===== src/shared/bwa_pkg.sv =====
/*
 * Constants, field positions and types for the bit-slip word aligner with
 * counter loopback check.
 * Assumes a single system clock of 250 MHz and an APB register bus of 32 bits.
 */
`default_nettype none

package bwa_pkg;

	// ----------------------------------------------------------------------
	// Word and pattern.
	// ----------------------------------------------------------------------
	localparam int WORD_W = 40;
	localparam int DATA_W = 32;
	localparam int ADDR_W = 12;
	// Four comma symbols of alternating disparity fill one lane word.
	localparam logic [WORD_W-1:0] COMMA_WORD = 40'hc14fac14fa;

	// ----------------------------------------------------------------------
	// Register offsets.
	// ----------------------------------------------------------------------
	localparam logic [ADDR_W-1:0] REG_CTRL = 12'h000;
	localparam logic [ADDR_W-1:0] REG_STATUS = 12'h004;
	localparam logic [ADDR_W-1:0] REG_IRQ_STAT = 12'h008;
	localparam logic [ADDR_W-1:0] REG_IRQ_MASK = 12'h00c;
	localparam logic [ADDR_W-1:0] REG_ERR_COUNT = 12'h010;
	localparam logic [ADDR_W-1:0] REG_LOG_COUNT = 12'h014;
	localparam logic [ADDR_W-1:0] REG_LOG_BASE = 12'h040;

	// ----------------------------------------------------------------------
	// Field positions and reset values.
	// ----------------------------------------------------------------------
	localparam int CTRL_START_BIT = 0;
	localparam int CTRL_CLR_BIT = 1;
	localparam int ST_ALIGNED_BIT = 0;
	localparam int ST_TX_READY_BIT = 1;
	localparam int ST_RX_READY_BIT = 2;
	localparam int ST_INIT_BIT = 3;
	localparam int ST_CHECKING_BIT = 4;
	localparam int ST_SLIP_BIT = 5;
	localparam int IRQ_W = 2;
	localparam int IRQ_ERR_BIT = 0;
	localparam int IRQ_ALIGN_BIT = 1;
	localparam logic [IRQ_W-1:0] IRQ_MASK_RST = 2'h0;

	// ----------------------------------------------------------------------
	// Error log memory.
	// ----------------------------------------------------------------------
	localparam int LOG_AW = 4;
	localparam logic [LOG_AW:0] LOG_DEPTH = 5'h10;

	// ----------------------------------------------------------------------
	// Input synchroniser slots.
	// ----------------------------------------------------------------------
	localparam int SY_RXCLK = 0;
	localparam int SY_TXCLK = 1;
	localparam int SY_RXRDY = 2;
	localparam int SY_TXRDY = 3;
	localparam int SY_RXVAL = 4;
	localparam int SY_INIT = 5;
	localparam int SY_W = 6;

	// ----------------------------------------------------------------------
	// Timing.
	// ----------------------------------------------------------------------
	localparam int CLK_PERIOD_PS = 4000;
	localparam int LANE_RST_NS = 1000;
	localparam int LANE_RST_CYC = (LANE_RST_NS * 1000 + CLK_PERIOD_PS - 1) / CLK_PERIOD_PS;
	localparam int RST_CNT_W = 9;
	localparam logic [2:0] SLIP_HIGH_WORDS = 3'h2;
	localparam logic [2:0] SLIP_WAIT_WORDS = 3'h4;

	typedef enum logic [2:0] {AL_RESET, AL_CHECK, AL_SLIP, AL_SETTLE, AL_DONE} bwa_align_t;
	typedef enum logic {VF_SEEK, VF_CHECK} bwa_verify_t;

endpackage : bwa_pkg

`default_nettype wire


===== src/verilog/bwa_log_mem.sv =====
/*
 * Small error log memory: one write port, one read port with registered data.
 * Assumes both ports run on the system clock.
 */
`timescale 1ns/1ps
`default_nettype none

module bwa_log_mem (
	input wire logic clk_sys,
	input wire logic srst,
	input wire logic we,
	input wire logic [bwa_pkg::LOG_AW-1:0] waddr,
	input wire logic [bwa_pkg::DATA_W-1:0] wdata,
	input wire logic [bwa_pkg::LOG_AW-1:0] raddr,
	output logic [bwa_pkg::DATA_W-1:0] rdata
);
	import bwa_pkg::*;

	logic [DATA_W-1:0] mem_q [0:(1<<LOG_AW)-1];
	logic [DATA_W-1:0] rdata_q;

	always_ff @(posedge clk_sys) begin
		if (we) begin
			mem_q[waddr] <= wdata;
		end
	end

	always_ff @(posedge clk_sys) begin
		if (srst) begin
			rdata_q <= 32'h0;
		end else begin
			rdata_q <= mem_q[raddr];
		end
	end

	assign rdata = rdata_q;

endmodule : bwa_log_mem

`default_nettype wire


===== src/verilog/bwa_top.sv =====
/*
 * Bit-slip word aligner, counter source and counter verifier for one lane in
 * raw serializer mode, with an APB register slave and a level interrupt.
 * Assumes lane clocks far slower than clk_sys; lane inputs are asynchronous.
 */
// Added by the designer: the register offsets and register access over APB.
`timescale 1ns/1ps
`default_nettype none

// Notes on behaviour
// - Before alignment the source sends comma words and holds its counter.
// - Each transmit word is a full 40-bit comma pattern during training.
// - A state machine compares each received word in AL_CHECK with the comma word.
// - On mismatch the aligner keeps requesting slips until the comma appears.
// - On comma match alignment-done rises and starts source and verifier.
// - After alignment the source sends a 40-bit counter, plus one per word.
// - The verifier compares each word with its expected count, flags mismatches.
// - Checking starts only after alignment, alongside counter transmission.
// - Error flags and counts are readable by host software.
// - Lane coding and serializer resets are held low at start-up.
// - Aligner and verifier follow the receive clock, source the transmit clock.
// - Status crossing into the host domain passes a proper crossing.
// - Host side logic has its own clock, here the system clock.
// - Source reset releases only with tx ready, init done and start.
// - Verifier reset releases only with rx ready, init done and start.
module bwa_top (
	input wire logic clk_sys,
	input wire logic srst,
	input wire logic [bwa_pkg::ADDR_W-1:0] paddr,
	input wire logic psel,
	input wire logic penable,
	input wire logic pwrite,
	input wire logic [bwa_pkg::DATA_W-1:0] pwdata,
	output logic [bwa_pkg::DATA_W-1:0] prdata,
	output logic pready,
	output logic pslverr,
	output logic irq,
	input wire logic recovered_rx_clock,
	input wire logic lane_tx_clock,
	input wire logic [bwa_pkg::WORD_W-1:0] rx_word,
	input wire logic rx_word_valid,
	input wire logic rx_lane_ready,
	input wire logic tx_lane_ready,
	input wire logic device_init_done,
	output logic [bwa_pkg::WORD_W-1:0] tx_word,
	output logic lane_slip_request,
	output logic coding_layer_reset_n,
	output logic serializer_layer_reset_n
);
	import bwa_pkg::*;

	function automatic logic is_mapped(input logic [ADDR_W-1:0] a);
		case (a)
			REG_CTRL, REG_STATUS, REG_IRQ_STAT, REG_IRQ_MASK,
			REG_ERR_COUNT, REG_LOG_COUNT: is_mapped = 1'b1;
			default: is_mapped = (a[ADDR_W-1:6] == REG_LOG_BASE[ADDR_W-1:6]) && (a[1:0] == 2'h0);
		endcase
	endfunction : is_mapped

	// ----------------------------------------------------------------------
	// Input synchronisers and lane clock edges.
	// ----------------------------------------------------------------------
	// Words are taken on the falling edge of the lane clock, half a lane
	// period after the lane launched them, so the two-stage copy is settled.
	logic [SY_W+WORD_W-1:0] sy1_q, sy2_q;
	logic [1:0] clk3_q;
	logic [WORD_W-1:0] rx_word_s;
	logic rx_fall, tx_fall, word_stb;

	always_ff @(posedge clk_sys) begin
		if (srst) begin
			sy1_q <= '0;
			sy2_q <= '0;
			clk3_q <= 2'h0;
		end else begin
			sy1_q <= {device_init_done, rx_word_valid, tx_lane_ready, rx_lane_ready,
				lane_tx_clock, recovered_rx_clock, rx_word};
			sy2_q <= sy1_q;
			clk3_q <= {sy2_q[WORD_W+SY_TXCLK], sy2_q[WORD_W+SY_RXCLK]};
		end
	end

	assign rx_word_s = sy2_q[WORD_W-1:0];
	assign rx_fall = clk3_q[0] & ~sy2_q[WORD_W+SY_RXCLK];
	assign tx_fall = clk3_q[1] & ~sy2_q[WORD_W+SY_TXCLK];

	// ----------------------------------------------------------------------
	// Lane resets and block reset releases.
	// ----------------------------------------------------------------------
	logic [RST_CNT_W-1:0] rst_cnt_q, rst_cnt_d;
	logic lane_rel_q, lane_rel_d, tx_run_q, tx_run_d, rx_run_q, rx_run_d;
	logic start_q;

	always_comb begin
		rst_cnt_d = rst_cnt_q;
		lane_rel_d = lane_rel_q;
		if (rst_cnt_q != RST_CNT_W'(LANE_RST_CYC)) begin
			rst_cnt_d = rst_cnt_q + 1'b1;
		end else begin
			lane_rel_d = 1'b1;
		end
		tx_run_d = lane_rel_q & sy2_q[WORD_W+SY_TXRDY] & sy2_q[WORD_W+SY_INIT] & start_q;
		rx_run_d = lane_rel_q & sy2_q[WORD_W+SY_RXRDY] & sy2_q[WORD_W+SY_INIT] & start_q;
	end

	always_ff @(posedge clk_sys) begin
		if (srst) begin
			rst_cnt_q <= '0;
			lane_rel_q <= 1'b0;
			tx_run_q <= 1'b0;
			rx_run_q <= 1'b0;
		end else begin
			rst_cnt_q <= rst_cnt_d;
			lane_rel_q <= lane_rel_d;
			tx_run_q <= tx_run_d;
			rx_run_q <= rx_run_d;
		end
	end

	assign coding_layer_reset_n = lane_rel_q;
	assign serializer_layer_reset_n = lane_rel_q;
	assign word_stb = rx_fall & sy2_q[WORD_W+SY_RXVAL] & rx_run_q;

	// ----------------------------------------------------------------------
	// Word aligner.
	// ----------------------------------------------------------------------
	bwa_align_t al_q, al_d;
	logic [2:0] al_cnt_q, al_cnt_d;
	logic slip_q, slip_d, aligned;

	always_comb begin
		al_d = al_q;
		al_cnt_d = al_cnt_q;
		slip_d = slip_q;
		case (al_q)
			AL_RESET: begin
				al_d = AL_CHECK;
			end
			AL_CHECK: begin
				if (word_stb) begin
					if (rx_word_s == COMMA_WORD) begin
						al_d = AL_DONE;
					end else begin
						al_d = AL_SLIP;
						slip_d = 1'b1;
						al_cnt_d = 3'h0;
					end
				end
			end
			AL_SLIP: begin
				if (word_stb) begin
					al_cnt_d = al_cnt_q + 3'h1;
					if (al_cnt_q == SLIP_HIGH_WORDS - 3'h1) begin
						al_d = AL_SETTLE;
						slip_d = 1'b0;
						al_cnt_d = 3'h0;
					end
				end
			end
			AL_SETTLE: begin
				if (word_stb) begin
					al_cnt_d = al_cnt_q + 3'h1;
					if (al_cnt_q == SLIP_WAIT_WORDS - 3'h1) begin
						al_d = AL_CHECK;
					end
				end
			end
			AL_DONE: begin
				al_d = AL_DONE;
			end
			default: begin
				al_d = AL_RESET;
			end
		endcase
		if (!rx_run_q) begin
			al_d = AL_RESET;
			slip_d = 1'b0;
			al_cnt_d = 3'h0;
		end
	end

	always_ff @(posedge clk_sys) begin
		if (srst) begin
			al_q <= AL_RESET;
			al_cnt_q <= 3'h0;
			slip_q <= 1'b0;
		end else begin
			al_q <= al_d;
			al_cnt_q <= al_cnt_d;
			slip_q <= slip_d;
		end
	end

	assign aligned = (al_q == AL_DONE);
	assign lane_slip_request = slip_q;

	// ----------------------------------------------------------------------
	// Counter source.
	// ----------------------------------------------------------------------
	logic [WORD_W-1:0] tx_q, tx_d, ctr_q, ctr_d;

	always_comb begin
		tx_d = tx_q;
		ctr_d = ctr_q;
		if (!tx_run_q || !aligned) begin
			ctr_d = '0;
			if (tx_fall) begin
				tx_d = COMMA_WORD;
			end
		end else if (tx_fall) begin
			tx_d = ctr_q;
			ctr_d = ctr_q + 40'h1;
		end
	end

	always_ff @(posedge clk_sys) begin
		if (srst) begin
			tx_q <= COMMA_WORD;
			ctr_q <= '0;
		end else begin
			tx_q <= tx_d;
			ctr_q <= ctr_d;
		end
	end

	assign tx_word = tx_q;

	// ----------------------------------------------------------------------
	// Counter verifier and error log.
	// ----------------------------------------------------------------------
	// Commas still in flight after alignment are skipped; the first counter
	// word seeds the expected value, and a mismatch re-seeds it so one lost
	// word costs one error, not an endless run of them.
	bwa_verify_t vf_q, vf_d;
	logic [WORD_W-1:0] exp_q, exp_d;
	logic mism_q, mism_d;
	logic [DATA_W-1:0] err_cnt_q, err_cnt_d;
	logic [LOG_AW:0] log_cnt_q, log_cnt_d;
	logic clr_err;

	always_comb begin
		vf_d = vf_q;
		exp_d = exp_q;
		mism_d = 1'b0;
		if (!rx_run_q || !aligned) begin
			vf_d = VF_SEEK;
		end else if (word_stb) begin
			exp_d = rx_word_s + 40'h1;
			if (vf_q == VF_SEEK) begin
				if (rx_word_s != COMMA_WORD) begin
					vf_d = VF_CHECK;
				end
			end else begin
				mism_d = (rx_word_s != exp_q);
			end
		end
		err_cnt_d = err_cnt_q;
		log_cnt_d = log_cnt_q;
		if (clr_err) begin
			// An error in the clearing cycle survives the clear, so none is lost.
			err_cnt_d = {31'h0, mism_q};
			log_cnt_d = {4'h0, mism_q};
		end else if (mism_q) begin
			if (err_cnt_q != 32'hffffffff) begin
				err_cnt_d = err_cnt_q + 32'h1;
			end
			if (log_cnt_q != LOG_DEPTH) begin
				log_cnt_d = log_cnt_q + 5'h1;
			end
		end
	end

	always_ff @(posedge clk_sys) begin
		if (srst) begin
			vf_q <= VF_SEEK;
			exp_q <= '0;
			mism_q <= 1'b0;
			err_cnt_q <= 32'h0;
			log_cnt_q <= '0;
		end else begin
			vf_q <= vf_d;
			exp_q <= exp_d;
			mism_q <= mism_d;
			err_cnt_q <= err_cnt_d;
			log_cnt_q <= log_cnt_d;
		end
	end

	logic [WORD_W-1:0] bad_word_q;
	logic [DATA_W-1:0] log_rdata;

	always_ff @(posedge clk_sys) begin
		if (srst) begin
			bad_word_q <= '0;
		end else if (word_stb) begin
			bad_word_q <= rx_word_s;
		end
	end

	bwa_log_mem u_log (
		.clk_sys(clk_sys),
		.srst(srst),
		.we(mism_q && (clr_err || log_cnt_q != LOG_DEPTH)),
		.waddr(clr_err ? 4'h0 : log_cnt_q[LOG_AW-1:0]),
		.wdata(bad_word_q[DATA_W-1:0]),
		.raddr(paddr[LOG_AW+1:2]),
		.rdata(log_rdata)
	);

	// ----------------------------------------------------------------------
	// APB slave and interrupt.
	// ----------------------------------------------------------------------
	// Host software sits on clk_sys, so every lane flag it sees has already
	// passed the two-stage synchroniser above.
	logic wr_acc, rd_setup;
	logic [IRQ_W-1:0] irq_stat_q, irq_stat_d, irq_mask_q, irq_mask_d, irq_ev;
	logic start_d, al_prev_q, log_sel_q, log_sel_d;
	logic [DATA_W-1:0] rdata_q, rdata_d;

	assign wr_acc = psel & penable & pwrite & is_mapped(paddr);
	assign rd_setup = psel & ~penable & ~pwrite;
	assign clr_err = wr_acc & (paddr == REG_CTRL) & pwdata[CTRL_CLR_BIT];
	assign irq_ev = {aligned & ~al_prev_q, mism_q};

	always_comb begin
		start_d = start_q;
		irq_mask_d = irq_mask_q;
		irq_stat_d = irq_stat_q;
		if (wr_acc && paddr == REG_CTRL) begin
			start_d = pwdata[CTRL_START_BIT];
		end
		if (wr_acc && paddr == REG_IRQ_MASK) begin
			irq_mask_d = pwdata[IRQ_W-1:0];
		end
		if (wr_acc && paddr == REG_IRQ_STAT) begin
			irq_stat_d = irq_stat_q & ~pwdata[IRQ_W-1:0];
		end
		irq_stat_d = irq_stat_d | irq_ev;
		rdata_d = rdata_q;
		log_sel_d = log_sel_q;
		if (rd_setup) begin
			log_sel_d = 1'b0;
			case (paddr)
				REG_CTRL: rdata_d = {31'h0, start_q};
				REG_STATUS: rdata_d = {26'h0, slip_q, vf_q == VF_CHECK,
					sy2_q[WORD_W+SY_INIT], sy2_q[WORD_W+SY_RXRDY],
					sy2_q[WORD_W+SY_TXRDY], aligned};
				REG_IRQ_STAT: rdata_d = {30'h0, irq_stat_q};
				REG_IRQ_MASK: rdata_d = {30'h0, irq_mask_q};
				REG_ERR_COUNT: rdata_d = err_cnt_q;
				REG_LOG_COUNT: rdata_d = {27'h0, log_cnt_q};
				default: begin
					rdata_d = 32'h0;
					log_sel_d = is_mapped(paddr);
				end
			endcase
		end
	end

	always_ff @(posedge clk_sys) begin
		if (srst) begin
			start_q <= 1'b0;
			irq_mask_q <= IRQ_MASK_RST;
			irq_stat_q <= '0;
			al_prev_q <= 1'b0;
			rdata_q <= 32'h0;
			log_sel_q <= 1'b0;
		end else begin
			start_q <= start_d;
			irq_mask_q <= irq_mask_d;
			irq_stat_q <= irq_stat_d;
			al_prev_q <= aligned;
			rdata_q <= rdata_d;
			log_sel_q <= log_sel_d;
		end
	end

	assign prdata = log_sel_q ? log_rdata : rdata_q;
	assign pready = 1'b1;
	assign pslverr = psel & penable & ~is_mapped(paddr);
	assign irq = |(irq_stat_q & irq_mask_q);
endmodule : bwa_top

`default_nettype wire

===== config.mk =====
export PLATFORM = sky130hd
export DESIGN_NAME = bwa_top
export DESIGN_NICKNAME = d
export VERILOG_FILES = /design/src/shared/bwa_pkg.sv /design/src/verilog/bwa_log_mem.sv /design/src/verilog/bwa_top.sv
export SDC_FILE = /design/constraint.sdc
export NUM_CORES = 1
export LEC_CHECK = 0
export BUFFER_PORTS_ARGS = -buffer_cell sky130_fd_sc_hd__buf_4
export CAP_MARGIN = 20
export CORE_MARGIN = 10
export CORE_UTILIZATION = 30
export DETAILED_ROUTE_END_ITERATION = 10
export GPL_ROUTABILITY_DRIVEN = 0
export SETUP_SLACK_MARGIN = 0.3
export SLEW_MARGIN = 20
export SYNTH_ARGS = -nofsm -noshare
export SYNTH_HDL_FRONTEND = slang
export SYNTH_SLANG_ARGS = --single-unit

===== constraint.sdc =====
create_clock -name clk_sys -period 4.85 [get_ports clk_sys]
set_input_delay 0.485 -clock clk_sys [delete_from_list [all_inputs] [get_ports clk_sys]]
set_output_delay 0.485 -clock clk_sys [all_outputs]
set_load 0.01 [all_outputs]

==> impl_metrics.tcl, run 1 <==
set metrics [dict create \
    hold_slack_ns 0.0471 \
    setup_viol 0 \
    netlist_area_sq_um 34500 \
    internal_power_mw 12.1 \
    area_growth_pct 17.1 \
    antenna_found_initial 5 \
    die_area_sq_um 129000 \
    path_cells "buf_4 -> nand4b_1 -> nor4_1 -> buf_4 -> nand2_1 -> nand4_1 -> nor2_4 -> buf_4" \
    vias_per_cell 4.91 \
    seq_area_frac_synth 0.664 \
    synth_fa_ha_area_frac 0.00399 \
    multi_input_area_sq_um 11000 \
    cpPeakStageDelay_ns 0.72 \
    grt_pass1_wl_um 129000 \
    p_seq_frac 0.522 \
    synthMuxAreaShare 0.120 \
    critical_path_class "primary input to flip-flop" \
    cp.required_ns 5.18 \
    synth_cells 2379 \
    async_reset_ff_frac 0 \
    place_hpwl_um 54100 \
    power_density_nw_per_um2 380 \
    numCtsBuffers 89 \
    drt_iter0_markers 1603 \
    fmaxAchievable_mhz 355 \
    hold_buffers 0 \
    synth_edf_count 512 \
    synth_top_family_by_area "multiplexers" \
    synth_top_area_frac 0.446 \
    io_pins 173 \
    end_kind "flip-flop" \
    cts_tree "yes" \
    synthTopCellsByArea "edfxtp_1 45%, dfxtp_1 22%, mux4_2 10%" \
    rsz0062_at_grt "no" \
    post_cts_buffers 0 \
    syn_avg_cell_area_sq_um 14.5 \
    drt-pass1-iter-count 5 \
    drive_gt1_frac 0.218 \
    hold_viol 0 \
    hp-class "primary input to flip-flop" \
    critPathMostFrequentCell "buf_4" \
    grt_overflow_total 0 \
    fillers 11000 \
    fin_crit_ns 2.82 \
    wl_per_cell_um 21.0 \
    portBuffers 141 \
    synth.largest_area_cell "edfxtp_1" \
    rows 124 \
    finalSetupTns_ns 0 \
    power_leakage_nw 13.3 \
    coreArea_sq_um 114000 \
    die-height_um 359 \
    die_w_um 359 \
    synth-xor-area-share 0.0282 \
    slew_headroom 0.291 \
    ys_types 63 \
    cts.path.max_buffers 3 \
    worst_pin_slew_ns 1.06 \
    nNetsFinal 2614 \
    final_antenna_net_count 0 \
    fin_util 0.353 \
    slew_viol_final 0 \
    path_clk_slew_ns 0.06 \
    ir_drop_uv 246 \
    final_cell_mix "512 x edfxtp_1, 374 x dfxtp_1, 179 x buf_4" \
    worst_path_max_delay_cell "nor2_4" \
    worst_setup_path_start_kind "primary input" \
    grt_max_degree 77 \
    drc_errors 0 \
    path_max_fanout 24 \
    yosysWarnings 0 \
    arrival_ns 3.15 \
    synth_fp_nets 2485 \
    vias 20100 \
    power_frac_clock 0.449 \
    totalPowerFinal_mw 15.3 \
    period_share 0.581 \
    ctsResizeCount 0 \
    switching_share 0.211 \
    final_common_cell "edfxtp_1" \
    synth-seq-cells 887 \
    start_util 0.302 \
    cap_violations 0 \
    clock-sinks 887 \
    status "complete, no violations" \
    synth-compound-area-share 0.0499 \
    synth_top_flop_cell "edfxtp_1" \
    first_global_vias 19700 \
    p_comb_frac 0.029 \
    layout_setup_ws_ns 2.03 \
    netSwitchingPower_mw 3.23 \
    clock_latency_ns 0.65 \
    cts_root_buffer "clkbuf_16" \
    synthSimpleGateAreaFrac 0.114 \
    grt.total_usage 0.128 \
    drt_wl_total_um 85900 \
    h-tree-depth 3 \
    clock_skew_ns 0.0160 \
    pre_cts_ws_ns 1.34 \
    regArea_sq_um 22900 \
]
-- worst max-delay path, delay by kind of cell --
family                 cells  cell delay, ns
and+or+nand+nor            5            1.72
buffers and inverters      3            0.90
-- through the flow --
stage / area (sq um) / std cells
2_1_floorplan: 34500 / 2379
3_3_place_gp: 37400 / 3928
3_5_place_dp: 37400 / 3929
4_1_cts: 40300 / 4095
5_1_grt: 40300 / 4095
6_report: 40300 / 4096
-- worst paths after layout --
path / from / to / slack (ns) / cells after the start
setup reg to reg: al_q[0]$_SDFFE_PP0P_ / tx_word[28]$_SDFFE_PP0P_ / 2.10 / 5
hold / removal: rx_word[15] / sy1_q[15]$_SDFF_PP0_ / 0.05 / 2
setup / recovery: paddr[4] / u_log.mem_q[13][8]$_DFFE_PP_ / 2.03 / 8
hold reg to reg: sy1_q[30]$_SDFF_PP0_ / sy2_q[30]$_SDFF_PP0_ / 0.43 / 1
-- power groups by stage --
stage          combinational [mW]  clock, mW  sequential (mW)
2_1_floorplan               0.335          0             8.11
3_3_place_gp                0.460          0             8.16
3_5_place_dp                0.462          0             8.16
4_1_cts                     0.462       7.02             8.00
5_1_grt                     0.490       7.32             8.00
6_report                    0.451       6.87             8.00
-- layer usage --
layer,vias up,routed length (um),track usage
met3,105,3920,0.0183
li1,9282,-,-
met5,-,0,0
met4,0,1920,0.0397
met1,10200,39100,0.177
met2,483,41000,0.208
-- sequential cells by signal (all words and copies together), names as in the netlist, 3 cells and up --
| register | flops |
|---|---|
| err_cnt_q | 32 |
| u_log.mem_q | 512 |
| sy2_q | 46 |
| exp_q | 40 |
| rdata_q | 32 |
| ctr_q | 40 |
| rst_cnt_q | 9 |
| bad_word_q | 32 |
| al_q | 3 |
| log_cnt_q | 5 |
| sy1_q | 46 |
| u_log.rdata | 32 |
| tx_word | 40 |
| al_cnt_q | 3 |
-- cells by family after synthesis --
group	Yosys count
xor+xnor	111
other cells	1
mux	210
compound gates	263
flops	887
simple gates	724
fa+ha+maj	11
buf+inv	172
-- cell type report --
cell class              instances  share of cell area
multi-input cells            1320               0.273
inverters                      21             0.00195
clock inverters                44              0.0109
flip-flops and latches        887               0.567
clock buffers                 122              0.0623
repair buffers                189              0.0376
diodes                          1           0.0000620
well taps                    1512              0.0469
-- Yosys cell counts, types with 24 or more instances --
library cell,n
a22oi_1,28
nor2b_1,134
clkbuf_1,110
nand3_1,55
mux2_2,37
nand4_1,47
nor3_1,25
a211oi_1,37
mux4_2,160
dfxtp_1,375
xor2_1,58
o21ai_0,33
edfxtp_1,512
nor4_1,29
nand2_1,132
nor2_1,145
a22o_1,24
nand2b_1,25
or3_1,34
xnor2_1,53
a21oi_1,80
Note: power is estimated with default switching activity, not from simulation.
==> run 2, diff against run 1 <==
==> constraint.sdc (replaced) <==
create_clock -name clk_sys -period 2.6 [get_ports clk_sys]
set_input_delay 0.26 -clock clk_sys [delete_from_list [all_inputs] [get_ports clk_sys]]
set_output_delay 0.26 -clock clk_sys [all_outputs]
set_load 0.01 [all_outputs]
==> impl_metrics.tcl, run 2 (same netlist as run 1, synthesis figures left out) <==
set metrics [dict create \
    dp_cells 3988 \
    layout_setup_ws_ns 0.357 \
    cts_root_buffer "clkbuf_16" \
    arrival_ns 1.98 \
    drc_errors 0 \
    hold_viol 0 \
    grt.total_usage 0.129 \
    reg_top3 "u_log.mem_q: 512 flops, sy1_q: 46 flops, sy2_q: 46 flops" \
    first_global_vias 20100 \
    pre_cts_ws_ns 0.101 \
    min_to "log_sel_q$_SDFFE_PP0P_" \
    io_pins 173 \
    area_growth_pct 21.8 \
    drive_gt1_frac 0.237 \
    r2r-start "err_cnt_q[3]$_SDFFE_PP0P_" \
    final_cells 4221 \
    top_register "u_log.mem_q" \
    fmaxAchievable_mhz 446 \
    final_antenna_net_count 0 \
    setup_viol 0 \
    grt_overflow_total 0 \
    clock_skew_ns 0.0165 \
    die_area_sq_um 129000 \
    ir_drop_uv 431 \
    drt_iter0_markers 1541 \
    final_common_cell "edfxtp_1" \
    antenna_found_initial 5 \
    final_cell_mix "512 x edfxtp_1, 368 x dfxtp_1, 212 x buf_4" \
    die-height_um 359 \
    grt_pass1_wl_um 130000 \
    status "complete, no violations" \
    place_hpwl_um 56700 \
    holdPathStages 5 \
    vias 20500 \
    cts.path.max_buffers 3 \
    vias_per_cell 4.86 \
    end_kind "primary output" \
    slew_viol_final 0 \
    coreArea_sq_um 114000 \
    critical_path_class "flip-flop to primary output" \
    nNetsFinal 2737 \
    rows 124 \
    power_density_nw_per_um2 690 \
    wl_per_cell_um 20.4 \
    reg2reg_slack_ns 0.38 \
    r2r_cells 5 \
    slew_headroom 0.523 \
    die_w_um 359 \
    grt_max_degree 87 \
    worst_pin_slew_ns 0.715 \
    clock-sinks 887 \
    worst_setup_path_start_kind "flip-flop" \
    drt_wl_total_um 86200 \
    rsz0062_at_grt "yes" \
    drt-pass1-iter-count 8 \
    path_clk_slew_ns 0.06 \
    largest_reg_flops 512 \
    hold_start "paddr[10]" \
    power_leakage_nw 14.0 \
    portBuffers 141 \
    start_util 0.302 \
    cts_tree "yes" \
    clock_latency_ns 0.63 \
    numCtsBuffers 91 \
    period_share 0.863 \
    path_max_fanout 23 \
    rr_endpoint "err_cnt_q[29]$_SDFFE_PP0P_" \
    hp-class "primary input to flip-flop" \
    cap_violations 0 \
    fin_crit_ns 2.24 \
    h-tree-depth 3 \
    finalSetupTns_ns 0 \
    cp.required_ns 2.34 \
]
[run 2: metal layers]
metal | wire, um | global-route usage
met5 | 13 | 0
met4 | 2320 | 0.0429
met3 | 4590 | 0.0187
met2 | 41000 | 0.210
met1 | 38300 | 0.177
[run 2: final cells by class]
cell class,instances,area (sq um)
inverter,21,78.8
antenna,2,5.00
sequential,887,22900
tap,1512,1890
clock buffer,127,2590
timing repair buffer,310,3000
multi-input combinational,1320,11100
clock inverter,42,428
fill,10900,72200
[run 2: power by group]
part / internal, mW / total (mW) / leakage, nW / switching, mW
clock network: 7.75 / 13.1 / 1.48 / 5.31
registers: 14.8 / 14.9 / 7.80 / 0.0882
logic: 0.525 / 1.00 / 4.73 / 0.477
[run 2: stage by stage]
step	util	hold WS, ns	instance area, sq um	total power, mW
floorplan	-	0.369	34600	15.8
global placement	0.335	0.421	38300	16.1
detailed placement	0.335	0.424	38300	16.1
CTS	0.367	0.0622	41900	29.2
global route	0.367	0.116	42000	29.9
finish	0.367	0.0930	42000	29.0
[run 2: how the worst max path moves through the flow]
stage | start | end | slack, ns | cells after the start
floorplan | paddr[4] | u_log.mem_q[14][0]$_DFFE_PP_ | 0.16 | 6
global placement | paddr[9] | u_log.mem_q[10][29]$_DFFE_PP_ | 0.08 | 8
detailed placement | paddr[9] | u_log.mem_q[10][29]$_DFFE_PP_ | 0.10 | 8
CTS | err_cnt_q[3]$_SDFFE_PP0P_ | err_cnt_q[25]$_SDFFE_PP0P_ | 0.31 | 5
global route | err_cnt_q[8]$_SDFFE_PP0P_ | err_cnt_q[25]$_SDFFE_PP0P_ | 0.27 | 5
finish | log_sel_q$_SDFFE_PP0P_ | prdata[5] | 0.36 | 3
[run 2: critical path: stages, from the launching register on]
cell and delay [ns]:
dfxtp_2 0.53, buf_12 0.23, mux2_2 0.42, buf_4 0.16
[run 2: repair_timing]
item	in CTS	in global routing
setup buffers	3	6
endpoints found under the setup margin	44	91
pin swaps	1	4
hold buffers	53	0
resized for setup	3	6
endpoints found under the hold margin	54	0
